[src/video_recon_pkg.sv]
package video_recon_pkg;

  // Sample word and quantization
  localparam int SAMPLE_W = 6;
  localparam int QL_W = 2;
  localparam logic [1:0] QL_SIX = 2'h0;
  localparam logic [1:0] QL_FIVE = 2'h1;
  localparam logic [1:0] QL_FOUR = 2'h2;
  localparam logic [1:0] QL_RESET = QL_SIX;

  // Delta code layout inside the word field
  localparam int DELTA_SIGN_BIT = 3;
  localparam int DELTA_IDX_W = 3;

  // Magnitude per delta index, LSB-justified units
  localparam logic [5:0] DELTA_MAG [8] = '{6'h01, 6'h02, 6'h03, 6'h05,
                                           6'h08, 6'h0c, 6'h12, 6'h1b};

  // End-of-line priming words
  localparam logic [1:0] PRIME_WORDS = 2'h3;

  // Input buffer shape
  localparam int FIFO_DEPTH = 32;

  // Kind of each detected code word
  typedef enum logic [2:0] {
    KIND_ABS,
    KIND_DELTA,
    KIND_HSYNC,
    KIND_VSYNC,
    KIND_RAW
  } code_kind_t;

  typedef struct packed {
    code_kind_t kind;
    logic [SAMPLE_W-1:0] word;
  } sym_code_t;

  localparam int SYM_W = $bits(sym_code_t);

  typedef enum logic [2:0] {
    ST_RUN,
    ST_DISCARD,
    ST_LOAD_ABS,
    ST_LOAD_QL,
    ST_PRIME,
    ST_HALT
  } dec_state_t;

endpackage
[src/video_delta_value_reconstructor.sv]
//////////////////////////////////////////////////////////////////////////////
module code_fifo #(
  parameter int WIDTH = 9,
  parameter int DEPTH = 32
) (
  // Clock and reset
  input wire logic sys_clk_in,
  input wire logic srst_in,
  // Fill side
  input wire logic in_valid_in,
  output logic in_ready_out,
  input wire logic [WIDTH-1:0] in_data_in,
  // Drain side
  output logic out_valid_out,
  input wire logic out_ready_in,
  output logic [WIDTH-1:0] out_data_out
);
  localparam int AW = $clog2(DEPTH);

  typedef struct packed {
    logic [AW:0] wr;
    logic [AW:0] rd;
  } ptr_t;

  ptr_t r;
  ptr_t next_r;
  logic [WIDTH-1:0] mem [DEPTH];
  logic full;
  logic empty;
  logic push;
  logic pop;

  assign empty = (r.wr == r.rd);
  assign full = (r.wr[AW] != r.rd[AW]) && (r.wr[AW-1:0] == r.rd[AW-1:0]);
  assign in_ready_out = !full;
  assign out_valid_out = !empty;
  assign push = in_valid_in && !full;
  assign pop = out_ready_in && !empty;
  assign out_data_out = mem[r.rd[AW-1:0]];

  always_comb begin
    next_r = r;
    if (push) begin
      next_r.wr = r.wr + 1'b1;
    end
    if (pop) begin
      next_r.rd = r.rd + 1'b1;
    end
  end

  always_ff @(posedge sys_clk_in) begin
    if (srst_in) begin
      r <= '0;
    end else begin
      r <= next_r;
    end
  end

  // Storage carries no reset, only pointers do
  always_ff @(posedge sys_clk_in) begin
    if (push) begin
      mem[r.wr[AW-1:0]] <= in_data_in;
    end
  end
endmodule

//////////////////////////////////////////////////////////////////////////////
// Behaviour
// - Justified word staged, then held, feeding selector
// - Code hold steers selector; absolute passes held
// - Video value MSB-justified by quant level
// - Delta code selects arithmetic result instead
// - Code converted to signed delta register
// - Signed delta added to previous video value
// - Overflow or underflow suppresses value update
// - Sync code ends line, starts special sequence
// - First discard next buffer word undecoded
// - Then load six-bit absolute video value
// - Then store two-bit level for next line
// - Decode three words to prime pipeline
// - Halt until restart from sync generator
// - Source switch picks reconstructor or decoder
// - Quant level holds 4, 5, 6 bits
// - Code staged then moved to code hold
module video_delta_value_reconstructor (
  // Clock and reset
  input wire logic sys_clk_in,
  input wire logic srst_in,
  // Code words from the code detector
  input wire logic code_valid_in,
  output logic code_ready_out,
  input wire video_recon_pkg::sym_code_t code_in,
  // Sync generator
  input wire logic restart_in,
  // Sample from the zero-order reconstructor
  input wire logic [video_recon_pkg::SAMPLE_W-1:0] recon_sample_in,
  // Front panel source switch, high selects the decoder
  input wire logic source_select_switch_in,
  // Sample to the D/A converter
  output logic [video_recon_pkg::SAMPLE_W-1:0] dac_sample_out,
  // Status
  output logic halted_out
);
  typedef struct packed {
    video_recon_pkg::dec_state_t st;
    logic [1:0] prime_cnt;
    logic [1:0] quant_level;
    logic [1:0] quant_pending;
    logic [5:0] justified;
    logic [5:0] held;
    video_recon_pkg::sym_code_t code_stage;
    video_recon_pkg::sym_code_t code_hold;
    logic delta_neg;
    logic [5:0] delta_mag;
    logic [5:0] video;
    logic [5:0] dac;
    logic [2:0] sel_sync;
    logic sel;
  } state_t;

  state_t r;
  state_t next_r;

  logic fifo_valid;
  logic pop;
  video_recon_pkg::sym_code_t sym;
  logic [6:0] sum;
  logic out_of_range;
  logic advance;

  function automatic logic [5:0] lsb_just(input logic [5:0] w, input logic [1:0] ql);
    unique case (ql)
      video_recon_pkg::QL_FIVE: lsb_just = w >> 1;
      video_recon_pkg::QL_FOUR: lsb_just = w >> 2;
      default: lsb_just = w;
    endcase
  endfunction

  function automatic logic [5:0] msb_just(input logic [5:0] w, input logic [1:0] ql);
    unique case (ql)
      video_recon_pkg::QL_FIVE: msb_just = w << 1;
      video_recon_pkg::QL_FOUR: msb_just = w << 2;
      default: msb_just = w;
    endcase
  endfunction

  ////////////////////////////////////////////////////////////////////////////
  // Buffer between code detector and value logic
  code_fifo #(
    .WIDTH(video_recon_pkg::SYM_W),
    .DEPTH(video_recon_pkg::FIFO_DEPTH)
  ) u_fifo (
    .sys_clk_in(sys_clk_in),
    .srst_in(srst_in),
    .in_valid_in(code_valid_in),
    .in_ready_out(code_ready_out),
    .in_data_in(code_in),
    .out_valid_out(fifo_valid),
    .out_ready_in(r.st != video_recon_pkg::ST_HALT),
    .out_data_out(sym)
  );

  assign pop = fifo_valid && (r.st != video_recon_pkg::ST_HALT);
  assign advance = pop && (((r.st == video_recon_pkg::ST_RUN)
                   && (sym.kind != video_recon_pkg::KIND_HSYNC)
                   && (sym.kind != video_recon_pkg::KIND_VSYNC))
                   || (r.st == video_recon_pkg::ST_PRIME));

  assign sum = r.delta_neg ? ({1'b0, r.video} - {1'b0, r.delta_mag})
                           : ({1'b0, r.video} + {1'b0, r.delta_mag});
  assign out_of_range = sum[6];

  assign dac_sample_out = r.dac;
  assign halted_out = (r.st == video_recon_pkg::ST_HALT);

  ////////////////////////////////////////////////////////////////////////////
  always_comb begin
    next_r = r;
    // Panel switch is asynchronous, acted on once two late stages agree
    next_r.sel_sync = {r.sel_sync[1:0], source_select_switch_in};
    if (r.sel_sync[2] == r.sel_sync[1]) begin
      next_r.sel = r.sel_sync[2];
    end
    if (advance) begin
      next_r.justified = lsb_just(sym.word, r.quant_level);
      next_r.held = r.justified;
      next_r.code_stage = sym;
      next_r.code_hold = r.code_stage;
      // delta built as the code enters the hold stage
      next_r.delta_neg = r.code_stage.word[video_recon_pkg::DELTA_SIGN_BIT];
      next_r.delta_mag =
        video_recon_pkg::DELTA_MAG[r.code_stage.word[video_recon_pkg::DELTA_IDX_W-1:0]];
    end
    unique case (r.st)
      video_recon_pkg::ST_RUN: begin
        if (pop) begin
          if ((sym.kind == video_recon_pkg::KIND_HSYNC)
              || (sym.kind == video_recon_pkg::KIND_VSYNC)) begin
            next_r.st = video_recon_pkg::ST_DISCARD;
          end else if (r.code_hold.kind == video_recon_pkg::KIND_ABS) begin
            next_r.video = r.held;
          end else if (r.code_hold.kind == video_recon_pkg::KIND_DELTA) begin
            if (!out_of_range) begin
              next_r.video = sum[5:0];
            end
          end
        end
      end
      video_recon_pkg::ST_DISCARD: begin
        if (pop) begin
          next_r.st = video_recon_pkg::ST_LOAD_ABS;
        end
      end
      video_recon_pkg::ST_LOAD_ABS: begin
        if (pop) begin
          next_r.video = sym.word;
          next_r.st = video_recon_pkg::ST_LOAD_QL;
        end
      end
      video_recon_pkg::ST_LOAD_QL: begin
        // level waits for the next line
        if (pop) begin
          next_r.quant_pending = sym.word[video_recon_pkg::QL_W-1:0];
          next_r.prime_cnt = '0;
          next_r.st = video_recon_pkg::ST_PRIME;
        end
      end
      video_recon_pkg::ST_PRIME: begin
        // fill pipeline without touching video value
        if (pop) begin
          next_r.prime_cnt = r.prime_cnt + 2'h1;
          if (r.prime_cnt == video_recon_pkg::PRIME_WORDS - 2'h1) begin
            next_r.st = video_recon_pkg::ST_HALT;
          end
        end
      end
      video_recon_pkg::ST_HALT: begin
        // wait for restart; new precision applies here
        if (restart_in) begin
          next_r.quant_level = r.quant_pending;
          next_r.st = video_recon_pkg::ST_RUN;
        end
      end
      default: next_r.st = video_recon_pkg::ST_RUN;
    endcase
    next_r.dac = r.sel ? msb_just(r.video, r.quant_level) : recon_sample_in;
  end

  always_ff @(posedge sys_clk_in) begin
    if (srst_in) begin
      r <= '0;
      r.st <= video_recon_pkg::ST_RUN;
      r.quant_level <= video_recon_pkg::QL_RESET;
      r.quant_pending <= video_recon_pkg::QL_RESET;
      r.code_stage.kind <= video_recon_pkg::KIND_RAW;
      r.code_hold.kind <= video_recon_pkg::KIND_RAW;
    end else begin
      r <= next_r;
    end
  end

  logic run_pop;
  assign run_pop = pop && (r.st == video_recon_pkg::ST_RUN)
                   && (sym.kind != video_recon_pkg::KIND_HSYNC)
                   && (sym.kind != video_recon_pkg::KIND_VSYNC);
endmodule

[config.mk]
export PLATFORM = sky130hd
export DESIGN_NAME = video_delta_value_reconstructor
export DESIGN_NICKNAME = d
export VERILOG_FILES = /design/src/video_recon_pkg.sv /design/src/video_delta_value_reconstructor.sv
export SDC_FILE = /design/constraint.sdc
export NUM_CORES = 1
export LEC_CHECK = 0
export BUFFER_PORTS_ARGS = -buffer_cell sky130_fd_sc_hd__buf_4
export CAP_MARGIN = 30
export CORE_AREA = 2 2 227 229
export CTS_CLUSTER_DIAMETER = 30
export CTS_CLUSTER_SIZE = 25
export DETAILED_ROUTE_END_ITERATION = 8
export DIE_AREA = 0 0 229 231
export MAX_ROUTING_LAYER = met4
export SYNTH_ARGS = -nofsm -noshare
export SYNTH_HDL_FRONTEND = slang
export SYNTH_SLANG_ARGS = --single-unit
[constraint.sdc]
create_clock -name sys_clk_in -period 3 [get_ports sys_clk_in]
set_input_delay 0.3 -clock sys_clk_in [delete_from_list [all_inputs] [get_ports sys_clk_in]]
set_output_delay 0.3 -clock sys_clk_in [all_outputs]
set_load 0.02 [all_outputs]
==> impl_metrics.toml <==
[yosys]
syn_area_um2 = 15040
ys_top_cells_by_area = "edfxtp_1 (57%), dfxtp_1 (9.3%), mux2i_1 (7.2%)"
yosysTopAreaCellShare_pct = 57.49
syn_avg_cell_area_um2 = 15.00
yosys-top-cells-count = "edfxtp_1 (288), mux2i_1 (108), nor2_1 (87)"
synth-seq-area-share_pct = 66.81
synth_most_common_cell = "edfxtp_1"
synth_nets = 1042
synth_top_area_cell = "edfxtp_1"
synth_edf_count = 288
synth_flop_cell = "edfxtp_1"
synth_cells = 1003
synthDistinctLibCells = 72
synth-seq-cells = 358
ys_async_sr_fraction_pct = 0
ys_warn_count = 0

[worst_setup_path]
critPathMaxFanout = 6
slowest_delay_ps = 500
cp-end-kind = "flip-flop"
worst_ep_arrival_time_ps = 3440
critical_path_class = "flip-flop to flip-flop"
crit_chain = "inv_1, ha_4, nor2_2, xnor2_1, ha_1, nor2b_1, o31a_1, o21a_1, or4b_1, nand4_1, a2bb2oi_4, mux2i_1"
cp_slowest_cell = "or4b_1"
crit_path_start_kind = "flip-flop"
critPathRequiredTime_ps = 3480

[finish]
layout-drive-gt1-share_pct = 24.81
syn_to_final_growth_pct = 25.73
regArea_um2 = 10060
fill_cells = 4775
num_antenna_cells = 0
multi_input_comb_area_um2 = 4523
fin_nets = 1170

[power_and_ir_drop]
p_clk_share_pct = 44.6
p_comb_share_pct = 23.0
sw_frac_of_total_pct = 28.81
leakage_nw = 6.454
internal_power_mw = 12.83
powerDensity_nw_per_um2 = 952.9
p_total_mw = 18.02
seqPwrFrac_pct = 32.4
power_switching_mw = 5.192
vdd.ir_drop.worst_mv = 0.5384

[die]
num_io_pins = 28
fp.dieW_um = 229
die_area_um2 = 52900
rows = 83
fp.dieH_um = 231
initial_core_util_pct = 29.68
core_um2 = 50680

[timing]
skew_ps = 39.43
drv_slew = 0
fmax_mhz = 337.7
holdWs_ps = 27.39
tightestPinTransition_ps = 679.7
fin_crit_ps = 2961
post-route-period-util_pct = 98.70
setup_viol = 0
rsz0062_at_grt = "yes"
relSlewSlack_pct = 54.69
finalHoldViolCount = 0

[clock_network]
htree_levels = 3
cts_tree = "built"
clk_latency_ps = 600
clk_path_buf_depth = 3
path_clk_slew_ps = 40
numCtsBuffers = 69
cts_root_buf = "clkbuf_16"
cts_sinks = 358

[global_route]
grt_antenna_before_repair = 1
grt_remaining_overflow = 0
grt_usage_pct = 14.05
grt_pass1_vias = 9096
grt_first_pass_wirelength_um = 54570
grt_max_degree = 63

[detailed_routing]
wl_um = 35970
wire_per_inst_um = 19.28
final_antenna_net_count = 0
drt_pass1_iterations = 5
drc = 0
vias = 8965
viasPerCell = 4.807
first_iter_violations = 778

[run]
maxCapViolCount = 0

[placement]
placement.io_buffers = 27
place_congestion = 0.8639
post-dp-hpwl_um = 22890

[min_path]
hold_class = "input port to flip-flop"

[outcome]
status = "finished clean"
[placed cells by master, fill, tap and decap left out, types with 19 or more instances in the layout]
cell type / synthesis / routed
a21oi_1: 32 / 32
a22oi_1: 32 / 32
buf_4: 9 / 100
clkbuf_16: 0 / 70
dfxtp_1: 70 / 66
edfxtp_1: 288 / 288
inv_1: 22 / 21
mux2i_1: 108 / 108
mux4_2: 34 / 34
nand2_1: 57 / 57
nand3_1: 27 / 27
nor2_1: 87 / 86
o21ai_0: 19 / 19
[worst paths after layout]
path	start	cells past startpoint	end	slack, ps
worst min-delay path	recon_sample_in[0]	3	dac_sample_out[0]	30
worst max register to register	r[16]	12	r[12]	40
worst max-delay path	r[16]	12	r[12]	40
worst min register to register	next_r[2]	1	next_r[3]	450
[per-layer routing]
layer / vias up / share of wire [%] / wire length (µm) / global-route usage (%)
met4: 0 / 2.2 / 809 / 4.444
met3: 72 / 7.0 / 2502 / 3.570
met1: 4522 / 44 / 15900 / 18.03
met5: - / 0 / 0 / -
li1: 4099 / - / - / -
met2: 272 / 47 / 16750 / 21.83
[what timing repair did]
action	in CTS	in global routing
setup endpoints to repair	6	6
endpoints found under the hold margin	5	0
pin swaps	2	2
buffers inserted	1	2
resized for setup	2	8
gates cloned	0	0
hold buffers	5	0
[critical path, delay by kind of cell (launching register included)]
family,cells,cell delay (ps)
and+or+nand+nor,4,860
AOI/OAI and AO/OA,3,740
adders and majority gates,2,480
DFF,1,310
muxes,1,230
xor gates and xnor gates,1,120
buffers and inverters,1,110
[power by group through the flow]
| stage | Combinational [mW] | Sequential (mW) | Clock [mW] |
|---|---|---|---|
| finish | 4.15 | 5.84 | 8.03 |
| global route | 4.50 | 5.87 | 8.42 |
| CTS | 4.12 | 5.83 | 8.16 |
| detailed placement | 4.07 | 5.93 | 0 |
| global placement | 4.02 | 5.92 | 0 |
| floorplan | 3.30 | 5.77 | 0 |
[registers in the layout (all words and copies together) (netlist names), named ones only]
register        cells
u_fifo.mem        288
next_r              2
dac_sample_out      6
u_fifo.r           12
r                  45
[stage by stage]
step / cell area, µm² / util (%) / instances / TNS, ps / setup WS (ps)
CTS: 18870 / 37.23 / 1863 / 0 / 16.20
finish: 18910 / 37.32 / 1865 / 0 / 38.92
global route: 18910 / 37.32 / 1865 / -309.6 / -78.49
global placement: 16340 / 32.24 / 1732 / 0 / 86.45
detailed placement: 16340 / 32.24 / 1732 / -5.110 / -5.110
floorplan: 15040 / - / 1003 / 0 / 203.0
[logic make-up (layout without fill, tap and decap cells)]
| kind of cell | after synthesis | after routing | share of synthesized area [%] |
|---|---|---|---|
| AOI/OAI and AO/OA | 136 | 136 | 6.429 |
| xor gates and xnor gates | 22 | 22 | 1.281 |
| adders and majority gates | 19 | 19 | 1.630 |
| buffers and inverters | 78 | 260 | 3.260 |
| DFF | 358 | 358 | 66.81 |
| muxes | 145 | 145 | 12.60 |
| and+or+nand+nor | 245 | 245 | 7.993 |
[cell type report]
class / instances / area share, %
sequential: 358 / 53.19
clock buffer: 76 / 9.381
clock inverter: 49 / 3.678
timing repair buffer: 112 / 4.882
inverter: 23 / 0.4565
tap: 680 / 4.499
multi-input combinational: 567 / 23.92
Power figures use the tool's default switching activity.
